## src/verilog/uart_wire_pkg.sv

```systemverilog
// Shared constants and carriers of the byte-wide serial port
package uart_wire_pkg;

   // ----------------------------------------------------------------
   // Register offsets
   // ----------------------------------------------------------------
   localparam logic [2:0] OFS_DATA       = 3'h0;
   localparam logic [2:0] OFS_IRQ_EN     = 3'h1;
   localparam logic [2:0] OFS_IRQ_ID     = 3'h2;
   localparam logic [2:0] OFS_LINE_CTRL  = 3'h3;
   localparam logic [2:0] OFS_MODEM_CTRL = 3'h4;
   localparam logic [2:0] OFS_LINE_STAT  = 3'h5;
   localparam logic [2:0] OFS_MODEM_STAT = 3'h6;

   // ----------------------------------------------------------------
   // Values after reset and fixed read values
   // ----------------------------------------------------------------
   localparam logic [7:0]  DIV_LO_RESET     = 8'h01;
   localparam logic [7:0]  DIV_HI_RESET     = 8'h00;
   localparam logic [3:0]  IRQ_EN_RESET     = 4'h0;
   localparam logic [7:0]  LINE_CTRL_RESET  = 8'h00;
   localparam logic [7:0]  MODEM_CTRL_RESET = 8'h00;
   localparam logic [7:0]  IRQ_ID_VALUE     = 8'h01;
   localparam logic [7:0]  MODEM_STAT_VALUE = 8'h00;
   localparam logic [7:0]  UNMAPPED_VALUE   = 8'h00;

   // ----------------------------------------------------------------
   // Bit timing: sixteen baud ticks per bit
   // ----------------------------------------------------------------
   localparam logic [3:0]  TICK_LAST = 4'hf;
   localparam logic [3:0]  TICK_MID  = 4'h7;
   localparam logic [2:0]  MIN_BITS_LAST = 3'h4;

   // ----------------------------------------------------------------
   // Carriers
   // ----------------------------------------------------------------
   typedef struct packed {
      logic       divisor_access_select;
      logic       set_break;
      logic       stick_parity;
      logic       even_parity;
      logic       parity_en;
      logic       two_stop;
      logic [1:0] word_len;
   } line_ctrl_t;

   typedef struct packed {
      logic [2:0] zero;
      logic       loop;
      logic       out2;
      logic       out1;
      logic       rts;
      logic       dtr;
   } modem_ctrl_t;

   typedef struct packed {
      logic zero;
      logic tx_shift_empty;
      logic tx_hold_empty;
      logic break_int;
      logic framing_err;
      logic parity_err;
      logic overrun_err;
      logic data_ready;
   } line_stat_t;

   typedef struct packed {
      logic       sel;
      logic       wr;
      logic       rd;
      logic [2:0] addr;
      logic [7:0] wdata;
   } bus_req_t;

endpackage

```

## src/verilog/char_fifo.sv

```systemverilog
// Receive character FIFO with valid and ready on both sides
`timescale 1ns/100ps
`default_nettype none
module char_fifo #(
   parameter int WIDTH = 8,
   parameter int DEPTH = 16
) (
   input  wire logic             i_core_clk,
   input  wire logic             i_rst_n,
   input  wire logic             i_in_valid,
   output logic                  o_in_ready,
   input  wire logic [WIDTH-1:0] i_in_data,
   output logic                  o_out_valid,
   input  wire logic             i_out_ready,
   output logic      [WIDTH-1:0] o_out_data
);
   localparam int AW = $clog2(DEPTH);

   if (DEPTH < 2 || (1 << AW) != DEPTH || WIDTH < 1) begin : g_bad_param
      $error("char_fifo needs a power of two depth of at least 2");
   end

   logic [WIDTH-1:0] mem [DEPTH];
   logic [AW:0]      wr_ptr_ff;
   logic [AW:0]      nxt_wr_ptr;
   logic [AW:0]      rd_ptr_ff;
   logic [AW:0]      nxt_rd_ptr;
   logic             push;
   logic             pop;

   // ----------------------------------------------------------------
   // Pointers
   // ----------------------------------------------------------------
   always_comb begin
      o_in_ready  = (wr_ptr_ff ^ rd_ptr_ff) != {1'b1, {AW{1'b0}}};
      o_out_valid = wr_ptr_ff != rd_ptr_ff;
      o_out_data  = mem[rd_ptr_ff[AW-1:0]];
      push        = i_in_valid & o_in_ready;
      pop         = i_out_ready & o_out_valid;
      nxt_wr_ptr  = push ? wr_ptr_ff + 1'b1 : wr_ptr_ff;
      nxt_rd_ptr  = pop ? rd_ptr_ff + 1'b1 : rd_ptr_ff;
   end

   always_ff @(posedge i_core_clk or negedge i_rst_n) begin
      if (!i_rst_n) begin
         wr_ptr_ff <= '0;
         rd_ptr_ff <= '0;
      end else begin
         wr_ptr_ff <= nxt_wr_ptr;
         rd_ptr_ff <= nxt_rd_ptr;
      end
   end

   always_ff @(posedge i_core_clk) begin
      if (push) begin
         mem[wr_ptr_ff[AW-1:0]] <= i_in_data;
      end
   end
endmodule
`default_nettype wire

```

## src/verilog/uart_wire_port.sv

```systemverilog
// Byte-wide serial port that frames one character per bus time slot
//
// Notes on behaviour
// Programmable divisor lets software pick a fast rate, one character per slot.
// Software splits bytes into bits, least significant first, one character each.
// Software rebuilds bytes from received characters, least significant first.
// Writing transmit register starts a character; port times it unaided.
// Status flags show transmit done and received data available.
// Baud rate, word length, parity and stop bits are programmable.
// Identity read is reset, then command 33H least significant bit first.
// Identity read then needs exactly 64 read slots.
// Software-timed masters branch only on an idle bus, other interrupts off.
// Bus is driven through an open-drain stage, output complemented if inverting.
// An inverting input comparator is compensated by re-inverting samples.
// Logic 0 is the start bit level; logic 1 is stop and idle.
// Path is polarity transparent: a written 1 is sent and read as 1.
// Eight byte locations selected by three address bits, byte wide.
// Only offsets zero to six hold registers; offset seven is empty.
// Offset zero reads received data and writes the transmit character.
// Offset two is read only; writes to it are ignored.
// Only the two modem control outputs are needed; the port drives four: dtr, rts, out1 and out2.
// Bring-up starts with reset pulses and presence, then write slots.
// Low under 15 us writes a one, at least 60 us writes a zero.
// Reset cycle sends F0 at 10473 bps; other echo means presence.
// Fast slots send 00 for zero, FF for one or read; bit in echo LSB.
`timescale 1ns/100ps
`default_nettype none
module uart_wire_port #(
   parameter int RX_DEPTH = 16
) (
   input  wire logic                      i_core_clk,
   input  wire logic                      i_rst_n,
   input  wire uart_wire_pkg::bus_req_t   i_bus_req,
   output logic                     [7:0] o_rdata,
   output logic                           o_serial_out,
   input  wire logic                      i_serial_in,
   output logic                           o_dtr,
   output logic                           o_rts,
   output logic                           o_out1,
   output logic                           o_out2
);
   typedef enum logic [2:0] {TX_IDLE, TX_START, TX_DATA, TX_PAR, TX_STOP} tx_state_t;
   typedef enum logic [2:0] {RX_IDLE, RX_START, RX_DATA, RX_PAR, RX_STOP} rx_state_t;

   // ----------------------------------------------------------------
   // Declarations
   // ----------------------------------------------------------------
   uart_wire_pkg::line_ctrl_t  lcr_ff, nxt_lcr;
   uart_wire_pkg::modem_ctrl_t mcr_ff, nxt_mcr;
   uart_wire_pkg::line_stat_t  lsr;
   logic [7:0]  dll_ff, nxt_dll, dlm_ff, nxt_dlm, rdata_ff, nxt_rdata;
   logic [3:0]  ier_ff, nxt_ier;
   logic        oe_ff, nxt_oe, pe_ff, nxt_pe, fe_ff, nxt_fe, bi_ff, nxt_bi;
   logic        wr_hit, rd_hit, wr_thr, rd_rbr, rd_lsr;
   logic [15:0] divisor, baud_cnt_ff, nxt_baud_cnt;
   logic        tick_ff, nxt_tick;
   tx_state_t   tx_state_ff, nxt_tx_state;
   logic [7:0]  thr_ff, nxt_thr, tx_shift_ff, nxt_tx_shift;
   logic        thr_full_ff, nxt_thr_full, tx_par_ff, nxt_tx_par;
   logic        tx_line_ff, nxt_tx_line, serial_ff, nxt_serial;
   logic [3:0]  tx_tick_ff, nxt_tx_tick;
   logic [2:0]  tx_bit_ff, nxt_tx_bit;
   rx_state_t   rx_state_ff, nxt_rx_state;
   logic        rx_meta_ff, rx_sync_ff, rx_prev_ff, rx_in;
   logic [7:0]  rx_shift_ff, nxt_rx_shift, rx_data;
   logic [3:0]  rx_tick_ff, nxt_rx_tick;
   logic [2:0]  rx_bit_ff, nxt_rx_bit;
   logic        rx_par_ff, nxt_rx_par;
   logic        rx_done, rx_fe, rx_pe, rx_bi, fifo_in_ready, fifo_valid;
   logic [7:0]  fifo_head;
   logic [2:0]  bits_last;

   function automatic logic calc_parity(input logic [7:0] d,
                                        input uart_wire_pkg::line_ctrl_t c);
      logic [7:0] mask;
      mask = 8'hff >> (2'h3 - c.word_len);
      if (c.stick_parity) begin
         calc_parity = ~c.even_parity;
      end else begin
         calc_parity = c.even_parity ? ^(d & mask) : ~^(d & mask);
      end
   endfunction

   // ----------------------------------------------------------------
   // Register port
   // ----------------------------------------------------------------
   always_comb begin
      wr_hit    = i_bus_req.sel & i_bus_req.wr;
      rd_hit    = i_bus_req.sel & i_bus_req.rd;
      wr_thr    = wr_hit & (i_bus_req.addr == uart_wire_pkg::OFS_DATA)
                  & ~lcr_ff.divisor_access_select;
      rd_rbr    = rd_hit & (i_bus_req.addr == uart_wire_pkg::OFS_DATA)
                  & ~lcr_ff.divisor_access_select;
      rd_lsr    = rd_hit & (i_bus_req.addr == uart_wire_pkg::OFS_LINE_STAT);
      bits_last = uart_wire_pkg::MIN_BITS_LAST + {1'b0, lcr_ff.word_len};
      lsr       = '{zero: 1'b0, tx_shift_empty: ~thr_full_ff & (tx_state_ff == TX_IDLE),
                    tx_hold_empty: ~thr_full_ff, break_int: bi_ff, framing_err: fe_ff,
                    parity_err: pe_ff, overrun_err: oe_ff, data_ready: fifo_valid};
      nxt_lcr   = lcr_ff;
      nxt_mcr   = mcr_ff;
      nxt_dll   = dll_ff;
      nxt_dlm   = dlm_ff;
      nxt_ier   = ier_ff;
      nxt_rdata = rdata_ff;
      if (wr_hit) begin
         unique case (i_bus_req.addr)
            uart_wire_pkg::OFS_DATA: begin
               if (lcr_ff.divisor_access_select) nxt_dll = i_bus_req.wdata;
            end
            uart_wire_pkg::OFS_IRQ_EN: begin
               if (lcr_ff.divisor_access_select) nxt_dlm = i_bus_req.wdata;
               else nxt_ier = i_bus_req.wdata[3:0];
            end
            uart_wire_pkg::OFS_LINE_CTRL:  nxt_lcr = i_bus_req.wdata;
            uart_wire_pkg::OFS_MODEM_CTRL: nxt_mcr = {3'h0, i_bus_req.wdata[4:0]};
            default: ;
         endcase
      end
      if (rd_hit) begin
         unique case (i_bus_req.addr)
            uart_wire_pkg::OFS_DATA: nxt_rdata = lcr_ff.divisor_access_select ? dll_ff
                                                 : (fifo_valid ? fifo_head : 8'h00);
            uart_wire_pkg::OFS_IRQ_EN: nxt_rdata = lcr_ff.divisor_access_select ? dlm_ff
                                                   : {4'h0, ier_ff};
            uart_wire_pkg::OFS_IRQ_ID:     nxt_rdata = uart_wire_pkg::IRQ_ID_VALUE;
            uart_wire_pkg::OFS_LINE_CTRL:  nxt_rdata = lcr_ff;
            uart_wire_pkg::OFS_MODEM_CTRL: nxt_rdata = mcr_ff;
            uart_wire_pkg::OFS_LINE_STAT:  nxt_rdata = lsr;
            uart_wire_pkg::OFS_MODEM_STAT: nxt_rdata = uart_wire_pkg::MODEM_STAT_VALUE;
            default:                       nxt_rdata = uart_wire_pkg::UNMAPPED_VALUE;
         endcase
      end
      // Status read clears errors, a new error in the same cycle wins
      nxt_oe = (oe_ff & ~rd_lsr) | (rx_done & ~fifo_in_ready);
      nxt_fe = (fe_ff & ~rd_lsr) | (rx_done & rx_fe);
      nxt_pe = (pe_ff & ~rd_lsr) | (rx_done & rx_pe);
      nxt_bi = (bi_ff & ~rd_lsr) | (rx_done & rx_bi);
   end

   always_ff @(posedge i_core_clk or negedge i_rst_n) begin
      if (!i_rst_n) begin
         lcr_ff   <= uart_wire_pkg::LINE_CTRL_RESET;
         mcr_ff   <= uart_wire_pkg::MODEM_CTRL_RESET;
         dll_ff   <= uart_wire_pkg::DIV_LO_RESET;
         dlm_ff   <= uart_wire_pkg::DIV_HI_RESET;
         ier_ff   <= uart_wire_pkg::IRQ_EN_RESET;
         rdata_ff <= 8'h00;
         oe_ff    <= 1'b0;
         fe_ff    <= 1'b0;
         pe_ff    <= 1'b0;
         bi_ff    <= 1'b0;
      end else begin
         lcr_ff   <= nxt_lcr;
         mcr_ff   <= nxt_mcr;
         dll_ff   <= nxt_dll;
         dlm_ff   <= nxt_dlm;
         ier_ff   <= nxt_ier;
         rdata_ff <= nxt_rdata;
         oe_ff    <= nxt_oe;
         fe_ff    <= nxt_fe;
         pe_ff    <= nxt_pe;
         bi_ff    <= nxt_bi;
      end
   end

   // ----------------------------------------------------------------
   // Baud tick, sixteen per bit
   // ----------------------------------------------------------------
   always_comb begin
      divisor      = {dlm_ff, dll_ff};
      nxt_tick     = baud_cnt_ff == 16'h0000;
      nxt_baud_cnt = baud_cnt_ff - 16'h0001;
      if (nxt_tick) begin
         nxt_baud_cnt = (divisor == 16'h0000) ? 16'h0000 : divisor - 16'h0001;
      end
   end

   always_ff @(posedge i_core_clk or negedge i_rst_n) begin
      if (!i_rst_n) begin
         baud_cnt_ff <= 16'h0000;
         tick_ff     <= 1'b0;
      end else begin
         baud_cnt_ff <= nxt_baud_cnt;
         tick_ff     <= nxt_tick;
      end
   end

   // ----------------------------------------------------------------
   // Transmitter
   // ----------------------------------------------------------------
   always_comb begin
      nxt_tx_state = tx_state_ff;
      nxt_thr      = thr_ff;
      nxt_thr_full = thr_full_ff;
      nxt_tx_shift = tx_shift_ff;
      nxt_tx_par   = tx_par_ff;
      nxt_tx_line  = tx_line_ff;
      nxt_tx_tick  = tx_tick_ff;
      nxt_tx_bit   = tx_bit_ff;
      if (tx_state_ff == TX_IDLE) begin
         if (thr_full_ff) begin
            nxt_tx_shift = thr_ff;
            nxt_tx_par   = calc_parity(thr_ff, lcr_ff);
            nxt_thr_full = 1'b0;
            nxt_tx_state = TX_START;
            nxt_tx_tick  = 4'h0;
            nxt_tx_line  = 1'b0;
         end
      end else if (tick_ff) begin
         nxt_tx_tick = tx_tick_ff + 4'h1;
         if (tx_tick_ff == uart_wire_pkg::TICK_LAST) begin
            unique case (tx_state_ff)
               TX_START: begin
                  nxt_tx_state = TX_DATA;
                  nxt_tx_bit   = 3'h0;
                  nxt_tx_line  = tx_shift_ff[0];
               end
               TX_DATA: begin
                  nxt_tx_shift = {1'b0, tx_shift_ff[7:1]};
                  nxt_tx_bit   = tx_bit_ff + 3'h1;
                  nxt_tx_line  = tx_shift_ff[1];
                  if (tx_bit_ff == bits_last) begin
                     nxt_tx_bit   = 3'h0;
                     nxt_tx_state = lcr_ff.parity_en ? TX_PAR : TX_STOP;
                     nxt_tx_line  = lcr_ff.parity_en ? tx_par_ff : 1'b1;
                  end
               end
               TX_PAR: begin
                  nxt_tx_state = TX_STOP;
                  nxt_tx_line  = 1'b1;
               end
               TX_STOP: begin
                  nxt_tx_bit = tx_bit_ff + 3'h1;
                  if (tx_bit_ff == {2'h0, lcr_ff.two_stop}) begin
                     nxt_tx_state = TX_IDLE;
                  end
               end
               TX_IDLE: ;
            endcase
         end
      end
      if (wr_thr) begin
         nxt_thr      = i_bus_req.wdata;
         nxt_thr_full = 1'b1;
      end
      nxt_serial = mcr_ff.loop | (~lcr_ff.set_break & tx_line_ff);
   end

   always_ff @(posedge i_core_clk or negedge i_rst_n) begin
      if (!i_rst_n) begin
         tx_state_ff <= TX_IDLE;
         thr_ff      <= 8'h00;
         thr_full_ff <= 1'b0;
         tx_shift_ff <= 8'h00;
         tx_par_ff   <= 1'b0;
         tx_line_ff  <= 1'b1;
         serial_ff   <= 1'b1;
         tx_tick_ff  <= 4'h0;
         tx_bit_ff   <= 3'h0;
      end else begin
         tx_state_ff <= nxt_tx_state;
         thr_ff      <= nxt_thr;
         thr_full_ff <= nxt_thr_full;
         tx_shift_ff <= nxt_tx_shift;
         tx_par_ff   <= nxt_tx_par;
         tx_line_ff  <= nxt_tx_line;
         serial_ff   <= nxt_serial;
         tx_tick_ff  <= nxt_tx_tick;
         tx_bit_ff   <= nxt_tx_bit;
      end
   end

   // ----------------------------------------------------------------
   // Receiver
   // ----------------------------------------------------------------
   always_comb begin
      rx_in        = mcr_ff.loop ? tx_line_ff : rx_sync_ff;
      nxt_rx_state = rx_state_ff;
      nxt_rx_shift = rx_shift_ff;
      nxt_rx_tick  = rx_tick_ff;
      nxt_rx_bit   = rx_bit_ff;
      nxt_rx_par   = rx_par_ff;
      rx_done      = 1'b0;
      rx_data      = rx_shift_ff >> (2'h3 - lcr_ff.word_len);
      rx_fe        = ~rx_in;
      rx_pe        = lcr_ff.parity_en & (rx_par_ff != calc_parity(rx_data, lcr_ff));
      rx_bi        = (rx_data == 8'h00) & ~rx_par_ff & ~rx_in;
      if (rx_state_ff == RX_IDLE) begin
         if (rx_prev_ff & ~rx_in) begin
            nxt_rx_state = RX_START;
            nxt_rx_tick  = 4'h0;
         end
      end else if (tick_ff) begin
         nxt_rx_tick = rx_tick_ff + 4'h1;
         unique case (rx_state_ff)
            RX_START: begin
               if (rx_tick_ff == uart_wire_pkg::TICK_MID) begin
                  nxt_rx_tick  = 4'h0;
                  nxt_rx_bit   = 3'h0;
                  nxt_rx_state = rx_in ? RX_IDLE : RX_DATA;
               end
            end
            RX_DATA: begin
               if (rx_tick_ff == uart_wire_pkg::TICK_LAST) begin
                  nxt_rx_shift = {rx_in, rx_shift_ff[7:1]};
                  nxt_rx_bit   = rx_bit_ff + 3'h1;
                  if (rx_bit_ff == bits_last) begin
                     nxt_rx_state = lcr_ff.parity_en ? RX_PAR : RX_STOP;
                  end
               end
            end
            RX_PAR: begin
               if (rx_tick_ff == uart_wire_pkg::TICK_LAST) begin
                  nxt_rx_par   = rx_in;
                  nxt_rx_state = RX_STOP;
               end
            end
            RX_STOP: begin
               if (rx_tick_ff == uart_wire_pkg::TICK_LAST) begin
                  rx_done      = 1'b1;
                  nxt_rx_par   = 1'b0;
                  nxt_rx_state = RX_IDLE;
               end
            end
            RX_IDLE: ;
         endcase
      end
   end

   always_ff @(posedge i_core_clk or negedge i_rst_n) begin
      if (!i_rst_n) begin
         rx_meta_ff  <= 1'b1;
         rx_sync_ff  <= 1'b1;
         rx_prev_ff  <= 1'b1;
         rx_state_ff <= RX_IDLE;
         rx_shift_ff <= 8'h00;
         rx_tick_ff  <= 4'h0;
         rx_bit_ff   <= 3'h0;
         rx_par_ff   <= 1'b0;
      end else begin
         rx_meta_ff  <= i_serial_in;
         rx_sync_ff  <= rx_meta_ff;
         rx_prev_ff  <= rx_in;
         rx_state_ff <= nxt_rx_state;
         rx_shift_ff <= nxt_rx_shift;
         rx_tick_ff  <= nxt_rx_tick;
         rx_bit_ff   <= nxt_rx_bit;
         rx_par_ff   <= nxt_rx_par;
      end
   end

   // ----------------------------------------------------------------
   // Received characters wait here until software reads them
   // ----------------------------------------------------------------
   char_fifo #(
      .WIDTH (8),
      .DEPTH (RX_DEPTH)
   ) u_rx_fifo (
      .i_core_clk  (i_core_clk),
      .i_rst_n     (i_rst_n),
      .i_in_valid  (rx_done),
      .o_in_ready  (fifo_in_ready),
      .i_in_data   (rx_data),
      .o_out_valid (fifo_valid),
      .i_out_ready (rd_rbr),
      .o_out_data  (fifo_head)
   );

   assign o_rdata      = rdata_ff;
   assign o_serial_out = serial_ff;
   assign o_dtr        = mcr_ff.dtr;
   assign o_rts        = mcr_ff.rts;
   assign o_out1       = mcr_ff.out1;
   assign o_out2       = mcr_ff.out2;
endmodule
`default_nettype wire
```

## config.mk

```make
export PLATFORM = sky130hd
export DESIGN_NAME = uart_wire_port
export DESIGN_NICKNAME = d
export VERILOG_FILES = /design/src/verilog/uart_wire_pkg.sv /design/src/verilog/char_fifo.sv /design/src/verilog/uart_wire_port.sv
export SDC_FILE = /design/constraint.sdc
export NUM_CORES = 1
export LEC_CHECK = 0
export ABC_AREA = 1
export BUFFER_PORTS_ARGS = -buffer_cell sky130_fd_sc_hd__buf_2
export CAP_MARGIN = 5
export CORE_ASPECT_RATIO = 0.7
export CORE_UTILIZATION = 35
export CTS_CLUSTER_DIAMETER = 40
export DETAILED_ROUTE_END_ITERATION = 10
export GPL_TIMING_DRIVEN = 1
export PLACE_DENSITY = 0.56
export REMOVE_ABC_BUFFERS = 1
export SYNTH_ARGS = -nofsm -noshare
export SYNTH_HDL_FRONTEND = slang
export SYNTH_HIERARCHICAL = 1
export SYNTH_SLANG_ARGS = --single-unit
```

## constraint.sdc

```tcl
create_clock -name i_core_clk -period 3.4 [get_ports i_core_clk]
set_input_delay 0.34 -clock i_core_clk [delete_from_list [all_inputs] [get_ports i_core_clk]]
set_output_delay 0.34 -clock i_core_clk [all_outputs]
set_load 0.05 [all_outputs]
```

---- Word level (Yosys, flattened, before mapping) ----
Memory sizes are Yosys's and may differ from the RTL's.
Index checks and enable logic that the tools add are counted.
word-level totals
  bits in registers ....................... 124
  memory bits (writable) .................. 128
  bits of input ports ..................... 17
  output and inout port bits .............. 13
  memories kept ........................... 1
operators by class
  $add $sub $neg .......................... 10
  equality and inequality tests ........... 35
  shift-type cells ........................ 2
  muxes and demuxes ....................... 65
  bitwise logic cells ..................... 41
  reduce and logical (&&, ||, !) cells .... 37
memories
  memory         depth  bits a word  rd ports  clocked after Yosys merged registers in  write ports  line             source
  u_rx_fifo.mem  16     8            1         0                                        1            char_fifo.sv:23  logic [WIDTH-1:0] mem [DEPTH];
operators by type and width
  operator                                            number
  2-to-1 mux 8 bit                                    8
  2-to-1 mux 3 bit                                    18
  one-hot mux 8 bit (6 select lines)                  1
  zero test 16 bit                                    2
  2-to-1 mux 16 bit                                   2
  2-to-1 mux 4 bit                                    8
  subtractor 16 x 1 -> 16 bit, second input constant  2
  one-hot mux 3 bit (4 select lines)                  2
  AND 1 bit                                           23
  2-to-1 mux 1 bit                                    21
  != test 3 bit, second input constant                7
  == test 3 x 2 -> 1 bit, second input constant       6
  AND 8 bit                                           2
  AND reduction 4 bit                                 4
  XNOR reduction 8 bit                                2
  parity 8 bit                                        2
  nonzero test 2 bit                                  7
  == test 3 bit, second input constant                4
  adder 5 x 1 -> 5 bit, second input constant         2
  != test 2 bit, second input constant                5
  NOT 1 bit                                           10
  AND reduction 2 bit                                 5
  AND reduction 5 bit                                 2
  nonzero test 5 bit                                  2
  29 further kinds                                    43

---- Logic depth before layout (Yosys ltp) ----
Gate-level depths: netlist of run 1.
  depth after elaboration ................. 10
  depth in mapped cells ................... 16

---- Hierarchy ----
Netlist of run 1, hierarchy kept.
by module, submodules not included
  module          instances  cells an instance  area each (µm²)
  uart_wire_port  1          840                6346.1
  char_fifo       1          558                5968.2

---- Worst setup path after synthesis of run 1 ----
Ideal clock, no wire load.
  kind .................................... register to register
  start point ............................. register lcr_ff[0] (netlist name)
  end point ............................... register pe_ff
  library setup time ...................... 0.117 ns
  data arrival time ....................... 2.612 ns
  data required time ...................... 3.283 ns
  path slack .............................. 0.671 ns
  cell stages (with the launch flop) ...... 16
  path buffers ............................ 2
  cells stage by stage .................... dfrtp_1 > buf_2 > buf_2 > nand2_1 > o21ai_0 > o21ai_0 > inv_1 > ha_1 > xor2_1 > nand3_1 > nand2_1 > nand2_1 > nand2_1 > nand3_1 > nand3_1 > nand2_1
on the way
  longest elaborated chain between the ends .. 10
RTL lines
  what                                                         line                   source
  from (decl)                                                  uart_wire_port.sv:48   uart_wire_pkg::line_ctrl_t lcr_ff, nxt_lcr;
  from (signal assigned)                                       uart_wire_port.sv:142  lcr_ff <= uart_wire_pkg::LINE_CTRL_RESET;
  from (signal assigned)                                       uart_wire_port.sv:153  lcr_ff <= nxt_lcr;
  subtractor 2 bit (*)                                         uart_wire_port.sv:284  rx_data = rx_shift_ff >> (2'h3 - lcr_ff.word_len);
  >> shifter 8 x 2 -> 8 bit (*)                                uart_wire_port.sv:284
  net rx_data[0]                                               uart_wire_port.sv:65   logic [7:0] rx_shift_ff, nxt_rx_shift, rx_data;
  AND 8 bit (*)                                                uart_wire_port.sv:80   calc_parity = c.even_parity ? ^(d & mask) : ~^(d & mask);
  XNOR reduction 8 bit / parity 8 bit (equally long branches)  uart_wire_port.sv:80
  2-to-1 mux 1 bit (*)                                         uart_wire_port.sv:80
  2-to-1 mux 1 bit (*)                                         uart_wire_port.sv:77   if (c.stick_parity) begin
  != test 1 bit (*)                                            uart_wire_port.sv:286  rx_pe = lcr_ff.parity_en & (rx_par_ff != calc_parity(rx_data, lcr_ff));
  AND 1 bit (*)                                                uart_wire_port.sv:286
  AND 1 bit (*)                                                uart_wire_port.sv:136  nxt_pe = (pe_ff & ~rd_lsr) | (rx_done & rx_pe);
  OR 1 bit (*)                                                 uart_wire_port.sv:136
  net nxt_pe                                                   uart_wire_port.sv:53   logic oe_ff, nxt_oe, pe_ff, nxt_pe, fe_ff, nxt_fe, bi_ff, nxt_bi;
  to (signal assigned)                                         uart_wire_port.sv:161  pe_ff <= nxt_pe;
  to (decl)                                                    uart_wire_port.sv:53
The timed path passes the listed nets; every way through them passes the cells marked *.
A chain may end at the register's enable or synchronous reset.

---- Worst setup path after layout of run 1 ----
  start point ............................. register rx_tick_ff[0]
  end point ............................... memory u_rx_fifo.mem[1][1] (enable)
on the way
  longest elaborated chain between the ends .. 8
RTL lines
  what                                    line                   source
  from (decl)                             uart_wire_port.sv:66   logic [3:0] rx_tick_ff, nxt_rx_tick;
  from (signal assigned)                  uart_wire_port.sv:346  rx_tick_ff <= nxt_rx_tick;
  == test 4 bit                           uart_wire_port.sv:319  if (rx_tick_ff == uart_wire_pkg::TICK_LAST) begin
  2-to-1 mux 1 bit                        uart_wire_port.sv:319
  2-to-1 mux 1 bit                        uart_wire_port.sv:295  unique case (rx_state_ff)
  2-to-1 mux 1 bit                        uart_wire_port.sv:293  end else if (tick_ff) begin
  2-to-1 mux 1 bit                        uart_wire_port.sv:288  if (rx_state_ff == RX_IDLE) begin
  net rx_done                             uart_wire_port.sv:69   logic rx_done, rx_fe, rx_pe, rx_bi, fifo_in_ready, fifo_valid;
  AND 1 bit                               char_fifo.sv:38        push = i_in_valid & o_in_ready;
  2-to-1 mux 1 bit                        char_fifo.sv:55        if (push) begin
  2-to-1 mux 1 bit (implied by the code)  char_fifo.sv:56        mem[wr_ptr_ff[AW-1:0]] <= i_in_data;
  to (decl)                               char_fifo.sv:23
The timed path passes the listed nets, and every way through them passes these cells.

==> impl_metrics.py, run 1 <==
metrics = {
    "finish": {
        "syn_to_final_growth_pct": 14.9,
        "mostFrequentLayoutCell": "nand2_1",
        "num-fill-cells": 3491,
        "stdcell_area_sq_um": 14200,
        "multi_input_area_sq_um": 4650,
        "final_cell_mix": "nand2_1, nor2_1, o21ai_0",
        "seqCellArea_sq_um": 6960,
        "nNetsFinal": 1466,
        "diodes": 0,
        "drive_gt1_share_pct": 10.7,
    },
    "grt": {
        "grt_max_degree": 51,
        "antenna_found_initial": 3,
        "grt_overflow": 0,
        "grt.total_usage_pct": 18.3,
        "grt_pass1_wl_um": 51000,
        "grt_pass1_vias": 9097,
    },
    "synth": {
        "postSynthCellCount": 1398,
        "synth.largest_area_cell": "edfxtp_1",
        "synth-main-ff-cell": "edfxtp_1",
        "synth_area_leaders": "edfxtp_1, dfrtp_1, nand2_1, o21ai_0, nor2_1",
        "yosysSeqAreaShare_pct": 56.5,
        "synth_edf_count": 128,
        "ys_ff_latch": 252,
        "ys_async_sr_fraction_pct": 49.2,
        "yosys.area.top_type_share_pct": 31.2,
        "synth_area_sq_um": 12300,
        "syn_avg_cell_area_sq_um": 8.81,
        "ys_warn_count": 6,
        "ys_types": 49,
    },
    "pwr": {
        "power_density_nw_per_um2": 636,
        "p_clk_share_pct": 41.0,
        "seqPwrFrac_pct": 42.2,
        "cellLeakagePower_nw": 5.98,
        "switchingPower_w": 0.00267,
        "combinationalPowerShare_pct": 16.8,
        "switching_share_pct": 29.7,
        "ir_drop_v": 0.000307,
        "total_power_w": 0.00900,
        "internal_power_w": 0.00633,
    },
    "detailed_routing": {
        "drt_pre_antenna_iters": 5,
        "drcViolationCount": 0,
        "wl_per_cell_um": 16.4,
        "vias_per_cell": 4.95,
        "routed_wl_um": 31700,
        "drt_iter0_drc": 821,
        "num_vias": 9566,
        "drt.antenna.violating_nets": 0,
    },
    "floorplan": {
        "ios": 30,
        "die_width_um": 226,
        "start_util_pct": 35.5,
        "core_region_area_sq_um": 34700,
        "chipHeight_um": 159,
        "rows": 57,
        "die_area_sq_um": 35900,
    },
    "placed_design": {
        "hpwlAfterDp_um": 21600,
        "preCtsSetupSlack_ps": 853,
        "placed_cell_area_sq_um": 12900,
        "gp_congestion": 0.865,
        "portBuffers": 29,
    },
    "critical_path": {
        "crit_chain": "ha_1 > nand2_1 > inv_1 > nand2_1 > nor2_1 > inv_1 > nor2_1 > nand2_4 > nor2_1",
        "endpoint_kind": "flop",
        "cpLargestDelayFamily": "simple AND/OR/NAND/NOR gates",
        "crit_start": "rx_tick_ff[0]",
        "cp.required_ps": 3540,
        "crit_path_max_fanout": 19,
        "arrival_ps": 2710,
        "r2r_start": "rx_tick_ff[0]",
        "cpMaxStageDelayCell": "nor2_1",
        "cp-start-kind": "flop",
        "critical_path_class": "flop to flop",
        "cpPeakStageDelay_ps": 610,
        "cp_common_cell": "nor2_1",
        "cp.buffers_inverters": 2,
    },
    "min_path": {
        "min_from": "i_bus_req[7]",
        "hold_path_class": "primary input to flop",
    },
    "clock_network": {
        "h-tree-depth": 2,
        "cts.clk_slew.worst_paths_ps": 60,
        "clkSinkCount": 252,
        "cts-root-buf": "clkbuf_16",
        "cts_buffers": 34,
        "clock_latency_ps": 520,
        "cts_buffer_depth": 3,
        "postCtsResizedCells": 0,
        "cts_tree": "done",
    },
    "sta": {
        "setup_ws_ps": 836,
        "fin_skew_ps": 13.3,
        "fmax_mhz": 390,
        "period_needed_ps": 2560,
        "final_max_slew_viol_count": 0,
        "post-route-period-util_pct": 75.4,
        "slew_headroom_pct": 52.6,
        "rsz0062_at_grt": "no",
        "tns_ps": 0,
        "worst_pin_slew_ps": 708,
        "hold_violations": 0,
        "setup_viol": 0,
    },
    "run_status": {
        "outcome": "finished, final reports clean",
    },
    "flow_run": {
        "drv_cap": 0,
    },
}
what timing repair did:
item	CTS	global route
hold endpoints to repair	41	0
buffers inserted	0	0
hold buffers	2	0
sequential cells by signal (all words and copies together) (netlist names), 3 cells and up:
register and count:
baud_cnt_ff 16, dll_ff 8, dlm_ff 8, ier_ff 4
lcr_ff 8, o_rdata 8, rx_bit_ff 3, rx_shift_ff 8
rx_state_ff 3, rx_tick_ff 4, thr_ff 8, tx_bit_ff 3
tx_shift_ff 8, tx_state_ff 3, tx_tick_ff 4, u_rx_fifo/mem 128
u_rx_fifo/rd_ptr_ff 5, u_rx_fifo/wr_ptr_ff 5
cells by family after synthesis:
group,share of synthesized area [%]
XOR/XNOR,2.42
buffers and inverters,5.75
AND/OR/NAND/NOR,23.6
flip-flops,56.5
AO/OA/AOI/OAI,10.3
adder cells (fa/ha/maj),1.52
power groups by stage:
stage          Clock, W  Combinational [W]  Sequential (W)
6_report        0.00369            0.00152         0.00379
5_1_grt         0.00389            0.00174         0.00383
4_1_cts         0.00376            0.00152         0.00379
3_5_place_dp          0            0.00150         0.00385
3_3_place_gp          0            0.00149         0.00384
2_1_floorplan         0            0.00101         0.00385
cell type report:
cell class / instances / share of cell area (%)
Clock buffer: 47 / 7.02
Multi-Input combinational cell: 972 / 32.9
Clock inverter: 15 / 1.35
Tap cell: 472 / 4.17
Timing Repair Buffer: 45 / 2.02
Inverter: 129 / 3.44
Sequential cell: 252 / 49.1
per-layer routing:
layer | global-route usage [%] | wire (um) | vias up
li1 | - | - | 4714
met1 | 28.8 | 16300 | 4586
met2 | 25.7 | 13300 | 224
met3 | 3.08 | 1570 | 42
met4 | 4.30 | 491 | 0
met5 | 0 | 0 | -
synthesized netlist by cell type, types with 17 or more instances:
cell	count
nor2_1	170
xor2_1	24
inv_1	109
buf_2	17
nand2_1	378
edfxtp_1	128
dfrtp_1	118
o21ai_0	143
a21oi_1	32
clkbuf_1	21
nand3_1	83
final timing paths:
check | to | slack [ps] | cells past startpoint
worst max-delay path | u_rx_fifo/mem[1][1] | 840 | 9
worst min-delay path | dll_ff[7] | 200 | 3
worst max register to register | u_rx_fifo/mem[1][1] | 840 | 9
worst min register to register | rx_sync_ff | 360 | 0
max in group asynchronous | rx_prev_ff | 2130 | 3
min in group asynchronous | tx_tick_ff[3] | 380 | 2
worst min-delay path, stage by stage:
cell	delay, ps
buf_2	70
inv_1	100
o21ai_0	170
stage by stage:
stage               util (%)  hold slack (ps)  instances
global route            40.8              225       1932
CTS                     40.8              185       1932
floorplan                  -             44.4       1353
global placement        37.4              346       1868
finish                  40.8              202       1932
detailed placement      37.4              351       1868
(Power assumes the default switching activity.)
==> run 2: changes to the inputs <==
Clock period 3.4 ns to 2.5 ns, I/O delays scaled along.
==> run 2 against run 1 <==
Via count rose by 0.10%; count of clock-buffer cells in the layout is 15 lower; clock skew increased by 6.8 ps; non-clock buffer count rose by 15; global-route usage fell by 0.34 points.
==> impl_metrics.py, run 2 (synthesized netlist as in run 1, its figures left out) <==
metrics = {
    "flow_run": {
        "drv_cap": 0,
    },
    "floorplan": {
        "start_util_pct": 35.5,
        "rows": 57,
        "core_region_area_sq_um": 34700,
        "die_area_sq_um": 35900,
        "die_width_um": 226,
        "ios": 30,
        "chipHeight_um": 159,
    },
    "clock_network": {
        "clock_latency_ps": 570,
        "cts_tree": "done",
        "cts.clk_slew.worst_paths_ps": 60,
        "postCtsResizedCells": 0,
        "post-cts-setup-buffers": 0,
        "cts_buffers": 31,
        "cts-root-buf": "clkbuf_16",
        "cts_buffer_depth": 3,
        "clkSinkCount": 252,
        "h-tree-depth": 1,
    },
    "grt": {
        "grt.total_usage_pct": 17.9,
        "grt_pass1_vias": 9028,
        "grt_overflow": 0,
        "antenna_found_initial": 4,
        "grt_max_degree": 69,
        "grt_pass1_wl_um": 50200,
    },
    "critical_path": {
        "crit_path_max_fanout": 19,
        "critical_path_class": "flop to flop",
        "cpPeakStageDelay_ps": 410,
        "cpLargestDelayFamily": "simple AND/OR/NAND/NOR gates",
        "endpoint_kind": "flop",
        "cp-start-kind": "flop",
        "crit_chain": "ha_1 > nand2_1 > inv_1 > nand2_1 > nor2_1 > inv_1 > nor2_1 > buf_4 > nand2_4 > nor2_2",
        "arrival_ps": 2480,
        "cp.required_ps": 2710,
        "cpMaxStageDelayCell": "nor2_2",
        "cp.buffers_inverters": 3,
    },
    "sta": {
        "post-route-period-util_pct": 90.5,
        "rsz0062_at_grt": "no",
        "period_needed_ps": 2260,
        "fmax_mhz": 442,
        "slew_headroom_pct": 52.2,
        "setup_viol": 0,
        "final_max_slew_viol_count": 0,
        "hold_violations": 0,
        "worst_pin_slew_ps": 717,
        "fin_skew_ps": 20.1,
    },
    "detailed_routing": {
        "drt.antenna.violating_nets": 0,
        "route.met3.wl_um": 2070,
        "top_layer_used": "met4",
        "wl_per_cell_um": 16.2,
        "vias_per_cell": 4.93,
        "drcViolationCount": 0,
        "drt_iter0_drc": 722,
        "routed_wl_um": 31500,
        "drt_pre_antenna_iters": 7,
        "drt-met1-wl_um": 16000,
        "route.met2.wl_um": 12700,
        "num_vias": 9576,
    },
    "pwr": {
        "switching_share_pct": 31.1,
        "combinationalPowerShare_pct": 18.0,
        "internal_power_w": 0.00799,
        "cellLeakagePower_nw": 5.96,
        "p_clk_share_pct": 37.7,
        "ir_drop_v": 0.000553,
        "switchingPower_w": 0.00360,
        "seqPwrFrac_pct": 44.2,
        "power_density_nw_per_um2": 821,
    },
    "placed_design": {
        "hpwlAfterDp_um": 21600,
        "placed_cell_area_sq_um": 13100,
        "portBuffers": 29,
        "gp_congestion": 0.882,
        "post-place-cells": 1883,
    },
    "finish": {
        "syn_to_final_growth_pct": 14.7,
        "stdcell_area_sq_um": 14100,
        "diodes": 0,
        "drive_gt1_share_pct": 11.5,
        "mostFrequentLayoutCell": "nand2_1",
        "final_cell_mix": "nand2_1, nor2_1, o21ai_0",
        "num-fill-cells": 3502,
        "largest_register_ffs": 128,
        "fin_cells": 1941,
        "nNetsFinal": 1478,
    },
    "run_status": {
        "outcome": "finished, final reports clean",
    },
    "min_path": {
        "hold_path_class": "primary input to flop",
    },
}
run 2: cell types whose count changed in the layout (fill, tap and decap cells not counted), sizes merged:
cell / previous run / this run
buf: 43 / 58
clkbuf: 47 / 32
clkinvlp: 1 / 8
inv: 130 / 133
bufinv: 3 / 2
run 2: power by group through the flow:
stage | logic [W] | clock network [W] | registers [W]
after floorplan | 0.00138 | 0 | 0.00524
after global placement | 0.00205 | 0 | 0.00520
after detailed placement | 0.00209 | 0 | 0.00520
after CTS | 0.00211 | 0.00447 | 0.00513
after global routing | 0.00238 | 0.00466 | 0.00518
final | 0.00209 | 0.00438 | 0.00513
run 2: area by class of cell:
| class | count | area [sq um] | area share (%) |
|---|---|---|---|
| Sequential cell | 252 | 6960 | 49.2 |
| Multi-Input combinational cell | 972 | 4650 | 32.9 |
| Clock buffer | 32 | 779 | 5.52 |
| Tap cell | 472 | 591 | 4.18 |
| Inverter | 129 | 487 | 3.44 |
| Timing Repair Buffer | 60 | 435 | 3.08 |
| Clock inverter | 24 | 230 | 1.63 |
run 2: worst paths after layout:
path	from	endpoint	slack [ps]	cells after the start
setup / recovery	rx_tick_ff[0]	u_rx_fifo/mem[7][0]	240	10
hold / removal	i_bus_req[7]	dlm_ff[7]	60	3
setup reg to reg	rx_tick_ff[0]	u_rx_fifo/mem[7][0]	240	10
hold reg to reg	rx_meta_ff	rx_sync_ff	350	0
max in group asynchronous	i_rst_n	rx_prev_ff	1580	3
min in group asynchronous	i_rst_n	tx_shift_ff[7]	160	2
run 2: timing repair:
action                                  4_1_cts  5_1_grt
hold buffers                                  2        0
endpoints found under the setup margin        0        0
hold endpoints to repair                     31        0
run 2: worst reg2reg max path: stages, from the launching register on:
cell     delay (ps)
dfrtp_1         380
ha_1            180
nand2_1          70
inv_1            90
nand2_1          80
nor2_1          130
inv_1            80
nor2_1           90
buf_4           180
nand2_4         210
nor2_2          410
run 2: per-stage QoR:
step / util, % / setup TNS [ps] / worst slack, ps / power, W / hold slack [ps]
after floorplan: - / -76730 / -734 / 0.00662 / -45.6
after global placement: 37.8 / 0 / 278 / 0.00725 / 212
after detailed placement: 37.8 / 0 / 262 / 0.00729 / 215
after CTS: 40.8 / 0 / 253 / 0.0117 / 34.7
after global routing: 40.8 / 0 / 9.70 / 0.0122 / 49.8
final: 40.8 / 0 / 236 / 0.0116 / 60.6
run 2: per-layer routing:
metal,up-vias,track usage [%]
li1,4747,-
met1,4533,28.3
met2,240,25.0
met3,56,3.49
met4,0,4.12
met5,-,0
==> run 3: changes to the inputs <==
Settings changed: SYNTH_HIERARCHICAL 1 to default.
==> run 3 against run 2 <==
Utilization grew 0.81 points; flip-flop and latch count stayed put; sequential share of layout area decreased by 1.3 points; setup slack worse by 120 ps; final area increased by 2.8%; count of clock-buffer cells in the layout unchanged; register-to-register slack got worse by 120 ps; routed wire length grew 0.87%; sequential power increased by 2%; critical path type unchanged; largest power group unchanged.
==> impl_metrics.py, run 3 <==
metrics = {
    "critical_path": {
        "rr_endpoint": "u_rx_fifo.mem[4][0]",
        "arrival_ps": 2650,
        "endpoint_kind": "flop",
        "rrSetupSlack_ps": 110,
        "r2r_start": "rx_tick_ff[0]",
        "cp.required_ps": 2770,
        "crit_chain": "ha_1 > nand2_1 > inv_1 > nand2_2 > nor2_4 > nand2_1 > inv_1 > nand2_1 > inv_1 > nand2_1 > nor2_1 > buf_4",
        "crit_path_max_fanout": 8,
        "critical_path_class": "flop to flop",
        "cpMaxStageDelayCell": "dfrtp_1",
        "cp_common_cell": "nand2_1",
        "cp-start-kind": "flop",
        "cp.buffers_inverters": 4,
        "cpPeakStageDelay_ps": 380,
        "worstRegToRegCells": 12,
        "cpLargestDelayFamily": "simple AND/OR/NAND/NOR gates",
        "crit_start": "rx_tick_ff[0]",
    },
    "finish": {
        "syn_to_final_growth_pct": 16.1,
        "mostFrequentLayoutCell": "nand2_1",
        "multi_input_area_sq_um": 4470,
        "drive_gt1_share_pct": 10.6,
        "fin_util_pct": 41.6,
        "final_cell_mix": "nand2_1, inv_1, edfxtp_1",
        "diodes": 0,
        "num-fill-cells": 3552,
        "nNetsFinal": 1572,
        "largest_register_ffs": 128,
        "seqCellArea_sq_um": 6960,
        "fin_cells": 2036,
    },
    "placed_design": {
        "gp_congestion": 0.872,
        "hpwlAfterDp_um": 22500,
        "portBuffers": 29,
        "post-place-cells": 1974,
    },
    "detailed_routing": {
        "wl_per_cell_um": 15.6,
        "num_vias": 9691,
        "drt_iter0_drc": 912,
        "drt_pre_antenna_iters": 5,
        "top_layer_used": "met4",
        "routed_wl_um": 31800,
        "route.met3.wl_um": 2060,
        "drt.antenna.violating_nets": 0,
        "route.met2.wl_um": 12800,
        "vias_per_cell": 4.76,
        "drcViolationCount": 0,
        "drt-met1-wl_um": 16500,
    },
    "clock_network": {
        "cts-root-buf": "clkbuf_16",
        "cts_buffer_depth": 3,
        "cts_tree": "done",
        "cts_buffers": 31,
        "clkSinkCount": 252,
        "cts.clk_slew.worst_paths_ps": 60,
        "clock_latency_ps": 570,
        "h-tree-depth": 1,
    },
    "synth": {
        "synth_edf_count": 128,
        "synth.largest_area_cell": "edfxtp_1",
        "ys_async_sr_fraction_pct": 49.2,
        "synth-main-ff-cell": "edfxtp_1",
        "syn_avg_cell_area_sq_um": 8.51,
        "yosysSeqAreaShare_pct": 55.6,
        "ys_types": 43,
        "netlist_top_cells_count": "nand2_1, inv_1, edfxtp_1",
        "postSynthCellCount": 1470,
        "ys_warn_count": 0,
        "ys_ff_latch": 252,
        "synth_area_sq_um": 12500,
        "yosys.area.top_type_share_pct": 30.7,
        "synth_area_leaders": "edfxtp_1, dfrtp_1, nand2_1, inv_1, nand3_1",
        "yosysMostFrequentCell": "nand2_1",
    },
    "sta": {
        "post-route-period-util_pct": 95.4,
        "final_max_slew_viol_count": 0,
        "rsz0062_at_grt": "yes",
        "fmax_mhz": 419,
        "slew_headroom_pct": 46.4,
        "period_needed_ps": 2390,
        "setup_viol": 0,
        "fin_skew_ps": 13.0,
        "tns_ps": 0,
        "worst_pin_slew_ps": 804,
        "hold_ws_ps": 59.8,
        "hold_violations": 0,
    },
    "grt": {
        "grt_pass1_vias": 9139,
        "grt_overflow": 0,
        "grt_pass1_wl_um": 51100,
        "antenna_found_initial": 2,
        "grt_max_degree": 59,
        "grt.total_usage_pct": 17.6,
    },
    "run_status": {
        "outcome": "finished, final reports clean",
    },
    "pwr": {
        "power_density_nw_per_um2": 978,
        "total_power_w": 0.0142,
        "cellLeakagePower_nw": 6.93,
        "ir_drop_v": 0.000540,
    },
    "min_path": {
        "hold_depth": 3,
        "hold_path_class": "primary input to flop",
        "min_from": "i_bus_req[6]",
        "whs_endpoint": "lcr_ff[6]",
    },
    "floorplan": {
        "ios": 30,
        "rows": 57,
        "start_util_pct": 35.8,
        "core_region_area_sq_um": 34900,
        "die_area_sq_um": 36500,
        "die_width_um": 228,
        "chipHeight_um": 160,
    },
    "flow_run": {
        "drv_cap": 0,
    },
}
==> run 3: tightest hold or removal path, stage by stage <==
cell and delay [ps]:
buf_2 80, inv_1 90, o21ai_0 170
==> run 3: cells by family after synthesis <==
kind of cell	after synthesis	share of synthesized area (%)
adders and majority gates	15	1.50
DFF	252	55.6
xor gates and xnor gates	42	2.94
buffers and inverters	279	8.71
AOI/OAI and AO/OA	162	7.36
and+or+nand+nor	720	23.9
==> run 3: timing repair <==
| item | 4_1_cts | 5_1_grt |
|---|---|---|
| endpoints found under the hold margin | 119 | 0 |
| endpoints found under the setup margin | 0 | 75 |
| setup buffers | 0 | 3 |
| resized for setup | 0 | 3 |
| hold buffers | 2 | 0 |
==> run 3: final cells by class <==
class / instances / area share [%]
clock buffer: 32 / 5.37
clock inverter: 25 / 2.05
inverter: 242 / 6.28
multi-input combinational: 939 / 30.8
sequential: 252 / 47.9
tap: 472 / 4.06
timing repair buffer: 74 / 3.57
==> run 3: how the worst max path moves through the flow <==
stage | slack [ps] | end | depth (start not counted)
final | 110 | u_rx_fifo.mem[4][0] | 12
after global routing | -50 | u_rx_fifo.mem[0][7] | 12
after CTS | 110 | u_rx_fifo.mem[5][0] | 12
after global placement | 220 | u_rx_fifo.mem[5][2] | 12
after floorplan | -730 | o_rdata[5] | 14
after detailed placement | 140 | u_rx_fifo.mem[1][6] | 12
==> run 3: routing by layer <==
| layer | up-vias | global-route usage, % |
|---|---|---|
| li1 | 4840 | - |
| met1 | 4537 | 28.2 |
| met2 | 272 | 24.3 |
| met3 | 42 | 3.38 |
| met4 | 0 | 3.14 |
| met5 | - | 0 |
==> run 3: through the flow <==
stage	setup WS, ps	cell area (sq um)
6_report	115	14500
5_1_grt	-54.1	14500
4_1_cts	115	14500
3_5_place_dp	138	13400
3_3_place_gp	215	13400
2_1_floorplan	-728	12300
==> run 3: power by group <==
| group | internal (W) | switching [W] |
|---|---|---|
| clock | 0.00275 | 0.00194 |
| combinational | 0.00137 | 0.00291 |
| sequential | 0.00483 | 0.000396 |
